### config.mk
export PLATFORM = sky130hd
export DESIGN_NAME = rpw_power_wakeup
export DESIGN_NICKNAME = d
export VERILOG_FILES = /design/src/hw/rpw_pkg.sv /design/src/hw/rpw_power_wakeup.sv
export SDC_FILE = /design/constraint.sdc
export NUM_CORES = 1
export LEC_CHECK = 0
export BUFFER_PORTS_ARGS = -buffer_cell sky130_fd_sc_hd__buf_2
export CAP_MARGIN = 20
export CORE_ASPECT_RATIO = 1.25
export CORE_MARGIN = 3
export CORE_UTILIZATION = 35
export DETAILED_ROUTE_END_ITERATION = 16
export PLACE_DENSITY = 0.75
export SLEW_MARGIN = 10
export SYNTH_ARGS = -nofsm -noshare
export SYNTH_HDL_FRONTEND = slang
export SYNTH_SLANG_ARGS = --single-unit
### constraint.sdc
create_clock -name clock_in -period 2.2 [get_ports clock_in]
set_clock_uncertainty 0.15 [all_clocks]
set_input_delay 0.11 -clock clock_in [delete_from_list [all_inputs] [get_ports clock_in]]
set_output_delay 0.11 -clock clock_in [all_outputs]
set_load 0.01 [all_outputs]
### src/hw/rpw_pkg.sv
// Constants for the RTC power and wake control block.
// Assumes a classic Wishbone slave with 32-bit data on one 40 MHz clock.
// Functional notes
// - Either shutdown bit switches all three regulators off together.
// - After shutdown a wake pin, armed alarm, register write or supply cycle restarts them.
// - Analog regulator stays on unless the software shutdown turns it off.
// - Core regulator is off while its enable pin disables it, or on shutdown.
// - Wake output value 0 drives the pin low; 1 leaves it released.
// - Wake direction 0 makes the pin an input; 1 makes it an output.
// - As an output the pin is only pulled low; an external pull-up raises it.
// - The pin wakes the device only while direction selects input.
// - Bits 15 to 5 read zero and ignore writes.
// - Bit 0 gates the RTC clock output; 0 disables, 1 enables.
// - Regulator shutdown keeps bandgap on and stops POR; bandgap shutdown also stops bandgap.
package rpw_pkg;
  localparam logic [15:0] RPW_PMGT_OFFSET = 16'h1930;
  localparam logic [17:0] RPW_PMGT_ADDR = 18'h064c0;
  localparam int RPW_CLKOUT_BIT = 0;
  localparam int RPW_REG_SD_BIT = 1;
  localparam int RPW_BG_SD_BIT = 2;
  localparam int RPW_WAKE_DIR_BIT = 3;
  localparam int RPW_WAKE_OUT_BIT = 4;
  localparam logic [4:0] RPW_PMGT_RESET = 5'h10;
  localparam logic [4:0] RPW_PMGT_WMASK = 5'h1f;
endpackage

### src/hw/rpw_power_wakeup.sv
// RTC power management register with regulator shutdown and wake pin control.
// Assumes wake pin and alarm come from outside this clock and are synchronised here.
`timescale 1ns/100ps
`default_nettype none
module rpw_power_wakeup (
  // Clock, reset, enable.
  input wire logic clock_in,
  input wire logic rst_n_in,
  input wire logic clk_en_in,
  // Wishbone slave.
  input wire logic wb_cyc_in,
  input wire logic wb_stb_in,
  input wire logic wb_we_in,
  input wire logic [31:0] wb_adr_in,
  input wire logic [3:0] wb_sel_in,
  input wire logic [31:0] wb_dat_in,
  output logic [31:0] wb_dat_out,
  output logic wb_ack_out,
  output logic wb_err_out,
  // Wake pin, alarm and core regulator enable pin.
  input wire logic wake_pin_in,
  output logic wake_pin_out,
  output logic wake_pin_oe_out,
  input wire logic rtc_alarm_in,
  input wire logic core_regulator_enable_pin_in,
  // Supply controls, active high enables.
  output logic analog_regulator_en_out,
  output logic core_regulator_en_out,
  output logic usb_phy_regulator_en_out,
  output logic bandgap_en_out,
  output logic analog_por_en_out,
  output logic rtc_clock_output_enable_out
);
  import rpw_pkg::*;

  logic [4:0] pmgt_reg;
  logic [4:0] pmgt_next;
  // Pin, alarm and enable-pin inputs pass two flip-flops before any logic reads them.
  logic [1:0] wake_sync_reg;
  logic [1:0] alarm_sync_reg;
  logic [1:0] cren_sync_reg;
  logic ack_reg;
  logic err_reg;
  logic [31:0] rdat_reg;

  // Either shutdown bit of a register image asks for every regulator to be off.
  function automatic logic shutdown_req(input logic [4:0] image);
    return image[RPW_REG_SD_BIT] | image[RPW_BG_SD_BIT];
  endfunction

  // A request is taken only while no answer is outstanding, so requests stay at least two cycles apart.
  wire req = wb_cyc_in & wb_stb_in & ~ack_reg & ~err_reg;
  // Only the one mapped word answers with ack; any other address answers with err.
  wire hit = (wb_adr_in[17:0] == RPW_PMGT_ADDR) && (wb_adr_in[31:18] == 14'h0000);
  wire wr_lo = req & hit & wb_we_in & wb_sel_in[0];
  wire wake_dir_out = pmgt_reg[RPW_WAKE_DIR_BIT];
  wire pin_wake = wake_sync_reg[1] & ~wake_dir_out;
  wire wake_evt = pin_wake | alarm_sync_reg[1];
  wire any_sd = shutdown_req(pmgt_reg);
  wire next_sd = shutdown_req(pmgt_next);
  wire [4:0] wr_val = (wb_dat_in[4:0] & RPW_PMGT_WMASK) | (pmgt_reg & ~RPW_PMGT_WMASK);
  wire [4:0] after_wr = wr_lo ? wr_val : pmgt_reg;
  wire [4:0] wake_clr = (5'h01 << RPW_REG_SD_BIT) | (5'h01 << RPW_BG_SD_BIT);

  // A wake event outranks a same-cycle write of the shutdown bits.
  assign pmgt_next = wake_evt ? (after_wr & ~wake_clr) : after_wr;

  // The register and the bus answer share one process; a low enable freezes both.
  always_ff @(posedge clock_in or negedge rst_n_in)
  begin
    if (!rst_n_in)
    begin
      pmgt_reg <= RPW_PMGT_RESET;
      wake_sync_reg <= 2'h0;
      alarm_sync_reg <= 2'h0;
      cren_sync_reg <= 2'h0;
      ack_reg <= 1'b0;
      err_reg <= 1'b0;
      rdat_reg <= 32'h00000000;
    end
    else if (clk_en_in)
    begin
      pmgt_reg <= pmgt_next;
      wake_sync_reg <= {wake_sync_reg[0], wake_pin_in};
      alarm_sync_reg <= {alarm_sync_reg[0], rtc_alarm_in};
      cren_sync_reg <= {cren_sync_reg[0], core_regulator_enable_pin_in};
      ack_reg <= req & hit;
      err_reg <= req & ~hit;
      rdat_reg <= (req & hit & ~wb_we_in) ? {27'h0000000, pmgt_reg} : 32'h00000000;
    end
  end

  // Every supply output and the pin enable is registered from the next register value.
  logic wake_out_reg;
  logic wake_oe_reg;
  logic ana_reg;
  logic core_reg;
  logic usb_reg;
  logic bg_reg;
  logic por_reg;
  logic clko_reg;

  always_ff @(posedge clock_in or negedge rst_n_in)
  begin
    if (!rst_n_in)
    begin
      wake_out_reg <= 1'b0;
      wake_oe_reg <= 1'b0;
      ana_reg <= 1'b0;
      core_reg <= 1'b0;
      usb_reg <= 1'b0;
      bg_reg <= 1'b0;
      por_reg <= 1'b0;
      clko_reg <= 1'b0;
    end
    else if (clk_en_in)
    begin
      // The pin is open drain: its data stays low and only the enable moves.
      wake_out_reg <= 1'b0;
      wake_oe_reg <= pmgt_next[RPW_WAKE_DIR_BIT] & ~pmgt_next[RPW_WAKE_OUT_BIT];
      ana_reg <= ~next_sd;
      core_reg <= ~next_sd & cren_sync_reg[1];
      usb_reg <= ~next_sd;
      bg_reg <= ~pmgt_next[RPW_BG_SD_BIT];
      por_reg <= ~next_sd;
      clko_reg <= pmgt_next[RPW_CLKOUT_BIT];
    end
  end

  assign wb_ack_out = ack_reg;
  assign wb_err_out = err_reg;
  assign wb_dat_out = rdat_reg;
  assign wake_pin_out = wake_out_reg;
  assign wake_pin_oe_out = wake_oe_reg;
  assign analog_regulator_en_out = ana_reg;
  assign core_regulator_en_out = core_reg;
  assign usb_phy_regulator_en_out = usb_reg;
  assign bandgap_en_out = bg_reg;
  assign analog_por_en_out = por_reg;
  assign rtc_clock_output_enable_out = clko_reg;

  // Checks on what the block drives; each guards the rule tagged on its label line.
  // Checks that test $past(rst_n_in) skip the first edge after reset, while outputs still show reset.
  // A low clock enable holds all state, so most checks look only after an enabled edge.
  a_regs_off_together: assert property (@(posedge clock_in) disable iff (!rst_n_in)
    any_sd |-> !analog_regulator_en_out && !core_regulator_en_out && !usb_phy_regulator_en_out)
    else $error("regulators not off together");

  a_usb_on_idle: assert property (@(posedge clock_in) disable iff (!rst_n_in)
    $past(clk_en_in) && $past(rst_n_in) && !any_sd |-> usb_phy_regulator_en_out)
    else $error("usb regulator off without shutdown");

  a_analog_on_idle: assert property (@(posedge clock_in) disable iff (!rst_n_in)
    $past(clk_en_in) && $past(rst_n_in) && !any_sd |-> analog_regulator_en_out)
    else $error("analog regulator off without shutdown");

  a_core_pin_hold: assert property (@(posedge clock_in) disable iff (!rst_n_in)
    $past(clk_en_in) && !$past(cren_sync_reg[1]) |-> !core_reg)
    else $error("core regulator on while pin disables it");

  a_core_on_allowed: assert property (@(posedge clock_in) disable iff (!rst_n_in)
    $past(clk_en_in) && $past(rst_n_in) && $past(cren_sync_reg[1])
    && !any_sd |-> core_regulator_en_out)
    else $error("core regulator off while pin and register allow it");

  a_wake_clears_sd: assert property (@(posedge clock_in) disable iff (!rst_n_in)
    $past(clk_en_in) && $past(wake_evt) |-> !any_sd)
    else $error("wake event left shutdown set");

  a_reg_holds: assert property (@(posedge clock_in) disable iff (!rst_n_in)
    $past(rst_n_in) && !$past(wr_lo) && !$past(wake_evt) |-> $stable(pmgt_reg))
    else $error("register changed without write or wake");

  a_pin_wake_input: assert property (@(posedge clock_in) disable iff (!rst_n_in)
    $past(clk_en_in) && $past(wake_sync_reg[1]) && !$past(wake_dir_out) |-> !any_sd)
    else $error("pin high as input did not wake");

  a_no_wake_as_output: assert property (@(posedge clock_in) disable iff (!rst_n_in)
    $past(clk_en_in) && $past(any_sd) && $past(wake_dir_out) && !$past(alarm_sync_reg[1])
    && !($past(wr_lo)) |-> any_sd)
    else $error("pin woke device while configured as output");

  a_drive_low_only: assert property (@(posedge clock_in) disable iff (!rst_n_in)
    wake_pin_oe_out |-> !wake_pin_out)
    else $error("wake pin driven high");

  a_release_on_one: assert property (@(posedge clock_in) disable iff (!rst_n_in)
    $past(clk_en_in) && $past(pmgt_next[RPW_WAKE_OUT_BIT]) |-> !wake_pin_oe_out)
    else $error("wake pin driven while value is one");

  a_drive_on_zero: assert property (@(posedge clock_in) disable iff (!rst_n_in)
    $past(clk_en_in) && $past(rst_n_in) && $past(pmgt_next[RPW_WAKE_DIR_BIT])
    && !$past(pmgt_next[RPW_WAKE_OUT_BIT]) |-> wake_pin_oe_out)
    else $error("wake pin not pulled low for value zero");

  a_input_released: assert property (@(posedge clock_in) disable iff (!rst_n_in)
    $past(clk_en_in) && !$past(pmgt_next[RPW_WAKE_DIR_BIT]) |-> !wake_pin_oe_out)
    else $error("wake pin driven while set as input");

  a_bandgap_kept: assert property (@(posedge clock_in) disable iff (!rst_n_in)
    $past(clk_en_in) && $past(rst_n_in) && !$past(pmgt_next[RPW_BG_SD_BIT]) |-> bg_reg)
    else $error("bandgap off without bandgap shutdown");

  a_bandgap_off: assert property (@(posedge clock_in) disable iff (!rst_n_in)
    $past(clk_en_in) && $past(rst_n_in) && $past(pmgt_next[RPW_BG_SD_BIT])
    |-> !bandgap_en_out && !analog_por_en_out)
    else $error("bandgap or reset monitor on during bandgap shutdown");

  a_por_with_sd: assert property (@(posedge clock_in) disable iff (!rst_n_in)
    any_sd |-> !analog_por_en_out)
    else $error("reset monitor on during shutdown");

  a_reserved_zero: assert property (@(posedge clock_in) disable iff (!rst_n_in)
    wb_ack_out |-> wb_dat_out[31:5] == 27'h0000000)
    else $error("reserved bits read nonzero");

  a_read_matches: assert property (@(posedge clock_in) disable iff (!rst_n_in)
    $past(clk_en_in) && $past(req) && $past(hit) && !$past(wb_we_in)
    |-> wb_ack_out && wb_dat_out[4:0] == $past(pmgt_reg))
    else $error("read data does not show the register");

  a_clkout_gate: assert property (@(posedge clock_in) disable iff (!rst_n_in)
    $past(clk_en_in) |-> rtc_clock_output_enable_out == $past(pmgt_next[RPW_CLKOUT_BIT]))
    else $error("clock output not following its bit");
endmodule
`default_nettype wire

==> impl_metrics.yaml, run 1 <==
clocking:
  cts_buffers: 3
  h-tree-depth: 1
  postCtsHoldBufs: 9
  cts-root-buf: "clkbuf_8"
  cts_buffer_depth: 2
  cts_resized: 0
  insertion_delay_ps: 260
  tritoncts: "done"
  cts_num_sinks: 22
  cts_setup_buffers: 0
  clk_pin_slew_worst_paths_ps: 70
floorplanning:
  die_w_um: 61.7
  die_y_um: 75.6
  dieArea_um2: 4670
  initial_utilization_pct: 37.7
  io-pin-count: 119
  row_count: 24
  coreArea_um2: 3600
synth:
  ys.flop_type: "dfrtp_1"
  ys_seq_area_share_pct: 40.6
  synthArstFlopShare_pct: 100
  synthTopCellsByArea: "dfrtp_1 (39%), buf_4 (17%), mux2_2 (6.6%)"
  synth-seq-cells: 22
  yosys.cell_count.top_type: "buf_4"
  synth_cells: 128
  syn_area_um2: 1360
  yosysWarnings: 0
  synth_commonest_cells: "buf_4 (31), dfrtp_1 (21), inv_1 (11)"
  synth_edf_count: 0
  synth_largest_area_cell: "dfrtp_1"
  synth.avg_cell_area_um2: 10.6
  ys_types: 31
  synth_top_cell_area_share_pct: 38.7
power:
  p_per_area_nw_per_um2: 493
  power_mw: 0.838
  max-vdd-ir-drop_v: 0.000179
  leakagePower_nw: 0.856
detailed_routing:
  drc: 0
  drtIter0Drc: 21
  routed_wl_um: 2750
  routedWlPerCell_um: 11.7
  first_pass_iters: 4
  num_vias: 1087
  antenna_left: 0
  via_per_inst: 4.63
worst_setup_path:
  start_kind: "flip-flop"
  critPathMaxFanout: 4
  worst-setup-path-type: "reg2reg"
  crit_path_end_kind: "flip-flop"
  worstPathRequired_ps: 2200
  r2r_slack_ps: 120
  critical_path_arrival_ps: 2080
sta:
  setup_violations: 0
  worst_slew_pin_slew_ps: 529
  final.setup.worst_slack_ps: 121
  setup_tns_ps: 0
  finalMaxSlewViolations: 0
  layout_min_cycle_time_ps: 2080
  max_freq_mhz: 481
  rsz0062_at_grt: "no"
  finalHoldViolations: 0
  maxSlewHeadroom_pct: 64.5
  period_share_pct: 94.5
layout:
  drive_gt1_share_pct: 45.4
  final_cells: 235
  layout.nets: 274
  diodes: 0
  area_delta_synth_final_pct: 25.2
place:
  dp_hpwl_um: 2300
  post-place-ws_ps: 100
  gp_congestion: 0.776
  numPortBuffers: 60
  dp_cells: 222
grt:
  grt_pass1_wl_um: 4280
  grt_pass1_vias: 1055
  antenna_found_initial: 0
  grt_max_degree: 23
  grtUsageTotal_pct: 12.3
  grt_overflow_total: 0
outcome:
  outcome: "completed"
run:
  maxCapViolations: 0
worst_hold_path:
  min-delay-path-class: "in2reg"
through the flow:
step | util, % | cell area [um2] | hold WS, ps
after CTS | 47.2 | 1700 | 95.0
after floorplan | - | 1460 | -336
after detailed placement | 43.4 | 1560 | -46.4
after global placement | 43.4 | 1560 | -54.5
final | 47.2 | 1700 | 102
after global routing | 47.2 | 1700 | 103
kinds of logic (layout without fill, tap and decap cells):
kind of cell | after synthesis | in the layout | synth area share (%)
and+or+nand+nor | 31 | 31 | 19.2
AOI/OAI and AO/OA | 18 | 18 | 8.39
other | 1 | 28 | 0.276
buffers and inverters | 45 | 86 | 22.1
muxes | 11 | 11 | 9.40
DFF | 22 | 22 | 40.6
metal layers:
layer	global-route usage (%)	routed length, um	up-vias
li1	-	-	522
met1	13.4	1020	497
met2	22.8	1480	66
met3	1.53	215	2
met4	5.90	27	0
met5	0	0	-
critical path, cell delays in order (launching register included):
cell     delay, ps
dfrtp_1        390
nor2_1         150
nand3_1        210
nor4_4         470
mux2_4         340
mux2_2         260
layout make-up:
cell class | instances | area (um2)
multi-input cells | 88 | 607
inverters | 11 | 41.3
repair buffers | 71 | 405
well taps | 39 | 48.8
clock buffers | 4 | 45.0
flip-flops and latches | 22 | 552
fillers | 356 | 1900
final timing paths:
| check | startpoint | end | cells past startpoint |
|---|---|---|---|
| max in group asynchronous | rst_n_in | pmgt_reg[4] | 2 |
| min in group asynchronous | rst_n_in | cren_sync_reg[0] | 2 |
| max | wb_err_out | analog_por_en_out | 5 |
| max reg2reg | wb_err_out | analog_por_en_out | 5 |
| min | wb_stb_in | wb_err_out | 4 |
| min reg2reg | cren_sync_reg[0] | cren_sync_reg[1] | 1 |
cell usage in the layout, fill, tap and decap left out, drive strengths merged:
master / instances
a31o: 2
and2: 1
dfrtp: 21
clkbuf: 4
nand2b: 1
nand2: 8
a21oi: 1
nand3: 3
dfstp: 1
conb: 28
nor2: 3
a32o: 2
o32ai: 1
nor4: 7
nor4bb: 1
inv: 11
dlygate4sd3: 9
o21ai: 10
nor4b: 3
a31oi: 1
and2b: 1
nand4: 2
buf: 62
mux2: 11
and3: 1
o22ai: 1
where the power goes:
| group | leakage (nW) | internal, mW | switching [mW] |
|---|---|---|---|
| registers | 0.269 | 0.423 | 0.00897 |
| clock network | 0.0228 | 0.129 | 0.126 |
| logic | 0.564 | 0.0713 | 0.0795 |
Power figures use the tool's default switching activity.
==> run 2, diff against run 1 <==
--- a/config.mk
+++ b/config.mk
@@ -10,6 +10,7 @@
 export CORE_ASPECT_RATIO = 1.25
 export CORE_MARGIN = 3
 export CORE_UTILIZATION = 35
+export CTS_BUF_LIST = sky130_fd_sc_hd__clkbuf_4 sky130_fd_sc_hd__clkbuf_8
 export DETAILED_ROUTE_END_ITERATION = 16
 export PLACE_DENSITY = 0.75
 export SLEW_MARGIN = 10
==> impl_metrics.yaml, run 2 (synthesis results as in run 1) <==
grt:
  grt_pass1_vias: 1055
  grtUsageTotal_pct: 12.3
  grt_overflow_total: 0
  grt_max_degree: 23
  grt_pass1_wl_um: 4280
  antenna_found_initial: 0
worst_setup_path:
  cp_num_buf_inv: 0
  crit_slowest_cell: "nor4_4"
  r2r_slack_ps: 120
  cpLargestDelayFamily: "simple AND/OR/NAND/NOR gates"
  start_kind: "flip-flop"
  worst-setup-path-type: "reg2reg"
  critPathMaxFanout: 4
  reg2reg_depth: 5
  cpPeakStageDelay_ps: 470
  reg2reg_to: "analog_por_en_out"
  crit_path_end_kind: "flip-flop"
  worstPathRequired_ps: 2200
  cp_cell_sequence: "nor2_1, nand3_1, nor4_4, mux2_4, mux2_2"
  reg2reg_from: "wb_err_out"
  critical_path_arrival_ps: 2080
layout:
  area_delta_synth_final_pct: 25.4
  final_cells: 235
  layout_common_cells: "buf_2 (60), conb_1 (28), dfrtp_1 (21), inv_1 (11)"
  diodes: 0
  layout.nets: 274
  fin_area_um2: 1700
  drive_gt1_share_pct: 45.9
  layout_commonest_cell: "buf_2"
power:
  seqPwrFrac_pct: 50.8
  p_sw_mw: 0.214
  p_clk_share_pct: 31.5
  p_per_area_nw_per_um2: 500
  power_mw: 0.851
  netSwitchingFraction_pct: 25.2
  leakagePower_nw: 0.859
  max-vdd-ir-drop_v: 0.000192
  p_int_mw: 0.636
  combPwrFrac_pct: 17.7
detailed_routing:
  first_pass_iters: 4
  routedWlPerCell_um: 11.7
  top_layer: "met4"
  drtIter0Drc: 21
  drc: 0
  antenna_left: 0
  num_vias: 1089
  wl_met1_um: 1020
  via_per_inst: 4.63
  wl_met2_um: 1480
  met3WireLength_um: 215
  routed_wl_um: 2740
worst_hold_path:
  holdPathStages: 2
  min-delay-path-class: "in2reg"
  whs_endpoint: "wb_dat_out[1]"
  min_from: "clk_en_in"
clocking:
  cts_num_sinks: 22
  tritoncts: "done"
  cts_resized: 0
  insertion_delay_ps: 260
  cts_buffers: 3
  h-tree-depth: 1
  cts_setup_buffers: 0
  cts_buffer_depth: 2
  cts-root-buf: "clkbuf_8"
  postCtsHoldBufs: 9
  clk_pin_slew_worst_paths_ps: 80
floorplanning:
  initial_utilization_pct: 37.7
  dieArea_um2: 4670
  row_count: 24
  die_w_um: 61.7
  die_y_um: 75.6
  io-pin-count: 119
  coreArea_um2: 3600
outcome:
  outcome: "completed"
sta:
  setup_violations: 0
  finalHoldViolations: 0
  rsz0062_at_grt: "no"
  max_freq_mhz: 481
  finalMaxSlewViolations: 0
  worst_slew_pin_slew_ps: 529
  whs_ps: 99.0
  maxSlewHeadroom_pct: 64.5
  period_share_pct: 94.5
  setup_tns_ps: 0
  layout_min_cycle_time_ps: 2080
place:
  gp_congestion: 0.776
  numPortBuffers: 60
  dp_hpwl_um: 2300
  dp_cells: 222
  place_area_um2: 1560
run:
  maxCapViolations: 0
==> run 2: final cells by class <==
cell class / count / area, um2
flip-flops and latches: 22 / 552
multi-input cells: 88 / 607
fillers: 356 / 1900
repair buffers: 71 / 405
clock buffers: 4 / 48.8
well taps: 39 / 48.8
inverters: 11 / 41.3
==> run 2: how the worst max path moves through the flow <==
stage	cells after the start	start	to
2_1_floorplan	5	wb_err_out	analog_por_en_out
3_3_place_gp	6	wb_adr_in[12]	analog_por_en_out
3_5_place_dp	5	wb_err_out	analog_por_en_out
4_1_cts	5	wb_err_out	analog_por_en_out
5_1_grt	5	wb_err_out	analog_por_en_out
6_report	5	wb_err_out	analog_por_en_out
==> run 2: per-stage QoR <==
stage,setup slack (ps),util (%)
5_1_grt,4.41,47.3
4_1_cts,90.9,47.3
3_3_place_gp,122,43.4
3_5_place_dp,100,43.4
2_1_floorplan,248,-
6_report,121,47.3
==> run 2: power by group through the flow <==
| stage | combinational, mW | sequential [mW] | clock, mW |
|---|---|---|---|
| 5_1_grt | 0.170 | 0.436 | 0.289 |
| 4_1_cts | 0.152 | 0.433 | 0.277 |
| 3_5_place_dp | 0.139 | 0.441 | 0 |
| 6_report | 0.151 | 0.432 | 0.268 |
| 2_1_floorplan | 0.109 | 0.442 | 0 |
| 3_3_place_gp | 0.135 | 0.440 | 0 |
==> run 2: layer usage <==
metal	vias up	GRT usage, %
met5	-	0
met2	66	22.8
met1	500	13.4
met3	2	1.53
li1	521	-
met4	0	5.90
==> run 3, diff against run 2 <==
--- a/config.mk
+++ b/config.mk
@@ -5,6 +5,7 @@
 export SDC_FILE = /design/constraint.sdc
 export NUM_CORES = 1
 export LEC_CHECK = 0
+export ABC_AREA = 1
 export BUFFER_PORTS_ARGS = -buffer_cell sky130_fd_sc_hd__buf_2
 export CAP_MARGIN = 20
 export CORE_ASPECT_RATIO = 1.25
@@ -12,7 +13,7 @@
 export CORE_UTILIZATION = 35
 export CTS_BUF_LIST = sky130_fd_sc_hd__clkbuf_4 sky130_fd_sc_hd__clkbuf_8
 export DETAILED_ROUTE_END_ITERATION = 16
-export PLACE_DENSITY = 0.75
+export PLACE_DENSITY = 0.74
 export SLEW_MARGIN = 10
 export SYNTH_ARGS = -nofsm -noshare
 export SYNTH_HDL_FRONTEND = slang
==> impl_metrics.yaml, run 3 <==
clocking:
  h-tree-depth: 1
  cts_num_sinks: 22
  cts_buffers: 3
  cts-root-buf: "clkbuf_8"
  cts_buffer_depth: 2
  postCtsHoldBufs: 8
  clk_pin_slew_worst_paths_ps: 70
  cts_setup_buffers: 0
  insertion_delay_ps: 260
  tritoncts: "done"
  cts_resized: 0
power:
  p_clk_share_pct: 31.2
  combPwrFrac_pct: 20.4
  power_mw: 0.913
  p_per_area_nw_per_um2: 506
  p_int_mw: 0.665
  seqPwrFrac_pct: 48.4
  leakagePower_nw: 1.02
  netSwitchingFraction_pct: 27.2
  p_sw_mw: 0.248
  max-vdd-ir-drop_v: 0.000198
grt:
  grt_pass1_wl_um: 4530
  grt_overflow_total: 0
  grt_max_degree: 23
  grt_pass1_vias: 1129
  antenna_found_initial: 0
  grtUsageTotal_pct: 11.2
detailed_routing:
  num_vias: 1341
  wl_met1_um: 1210
  top_layer: "met4"
  routedWlPerCell_um: 8.98
  via_per_inst: 4.13
  first_pass_iters: 4
  antenna_left: 0
  met3WireLength_um: 263
  drc: 0
  routed_wl_um: 2920
  wl_met2_um: 1400
  drtIter0Drc: 34
synth:
  ys_seq_area_share_pct: 38.4
  yosys.cell_count.top_type: "nand2_1"
  synth.avg_cell_area_um2: 7.01
  synth_fa_ha_area_share_pct: 0
  synth_cells: 205
  synthSimpleGateAreaFrac_pct: 31.9
  synth_compound_gate_area_share_pct: 7.66
  synthTopCellsByArea: "dfrtp_1 (37%), buf_4 (16%), nand2_1 (14%)"
  synth_commonest_cells: "nand2_1 (55), nor2_1 (40), buf_4 (30)"
  synth_largest_area_cell: "dfrtp_1"
  synth_top_family_by_area: "simple AND/OR/NAND/NOR gates"
  ys.flop_type: "dfrtp_1"
  synth_edf_count: 0
  yosysWarnings: 0
  synth-seq-cells: 22
  synth_top_cell_area_share_pct: 36.6
  synthMuxAreaShare_pct: 0
  ys_types: 21
  synth_xor_area_share_pct: 0
  syn_area_um2: 1440
  synthArstFlopShare_pct: 100
sta:
  final.setup.worst_slack_ps: 596
  period_share_pct: 72.9
  maxSlewHeadroom_pct: 61.8
  layout_min_cycle_time_ps: 1600
  max_freq_mhz: 624
  setup_violations: 0
  finalHoldViolations: 0
  setup_tns_ps: 0
  rsz0062_at_grt: "no"
  worst_slew_pin_slew_ps: 573
  finalMaxSlewViolations: 0
  whs_ps: 53.0
worst_hold_path:
  min-delay-path-class: "in2reg"
  min_from: "clk_en_in"
  whs_endpoint: "wake_sync_reg[1]"
  holdPathStages: 3
worst_setup_path:
  reg2reg_to: "core_regulator_en_out"
  reg2reg_depth: 8
  worstPathRequired_ps: 2200
  cpPeakStageDelay_ps: 530
  start_kind: "primary input"
  worst-setup-path-type: "in2reg"
  crit_top_cell: "nand2_1"
  critical_path_arrival_ps: 1610
  crit_path_end_kind: "flip-flop"
  cp_num_buf_inv: 2
  reg2reg_from: "wb_ack_out"
  critPathMaxFanout: 6
  r2r_slack_ps: 600
  cpLargestDelayFamily: "simple AND/OR/NAND/NOR gates"
  crit_slowest_cell: "dlygate4sd3_1"
  cp_cell_sequence: "dlygate4sd3_1, buf_2, nand2_1, nor2_1, nand2_4, nand2_1, nand3_1, nand4_1, nand2_1"
floorplanning:
  die_w_um: 63.3
  initial_utilization_pct: 37.1
  coreArea_um2: 3880
  die_y_um: 77.7
  dieArea_um2: 4920
  io-pin-count: 119
  row_count: 25
layout:
  layout_commonest_cell: "buf_2"
  final_cells: 325
  layout_common_cells: "buf_2 (60), nand2_1 (55), nor2_1 (40), conb_1 (28), dfrtp_1 (21)"
  fin_area_um2: 1800
  fin_util_pct: 46.5
  drive_gt1_share_pct: 26.9
  diodes: 0
  layout.nets: 349
  area_delta_synth_final_pct: 25.5
place:
  gp_congestion: 0.812
  dp_hpwl_um: 2410
  place_area_um2: 1670
  post-place-ws_ps: 621
  numPortBuffers: 60
  dp_cells: 313
outcome:
  outcome: "completed"
run:
  maxCapViolations: 0
## run 3: how the worst max path moves through the flow
stage | start | slack, ps | end | cells after the start
5_1_grt | wb_we_in | 460 | analog_por_en_out | 9
4_1_cts | wb_we_in | 600 | core_regulator_en_out | 9
3_5_place_dp | wb_ack_out | 620 | core_regulator_en_out | 8
3_3_place_gp | wb_ack_out | 650 | core_regulator_en_out | 8
2_1_floorplan | wb_ack_out | 720 | core_regulator_en_out | 8
6_report | wb_we_in | 600 | core_regulator_en_out | 9
## run 3: area by class of cell
type | instances | area (um2)
clock buffer | 4 | 55.1
fill | 412 | 2070
inverter | 20 | 75.1
multi-input combinational | 157 | 674
sequential | 22 | 552
tap | 54 | 67.6
timing repair buffer | 68 | 380
## run 3: logic make-up (layout without fill, tap and decap cells)
| kind of cell | after synthesis | count (layout) |
|---|---|---|
| AO/OA/AOI/OAI | 19 | 19 |
| buffers and inverters | 53 | 92 |
| flip-flops | 22 | 22 |
| other | 1 | 28 |
| AND/OR/NAND/NOR | 110 | 110 |
## run 3: layer usage
metal  vias up  GRT usage, %
li1        704             -
met1       567          12.4
met2        66          21.2
met3         4          1.30
met4         0          4.54
met5         -             0
## run 3: worst reg2reg max path: cells and delay by family (launching register included)
kind                   cells  cell delay (ps)
DFF                        1              400
and+or+nand+nor            7              860
buffers and inverters      1               80
## run 3: power by group through the flow
stage / Combinational [mW] / Clock (mW) / Sequential (mW)
floorplan: 0.134 / 0 / 0.453
detailed placement: 0.177 / 0 / 0.450
global placement: 0.174 / 0 / 0.449
CTS: 0.189 / 0.289 / 0.442
global route: 0.212 / 0.303 / 0.444
finish: 0.187 / 0.285 / 0.442
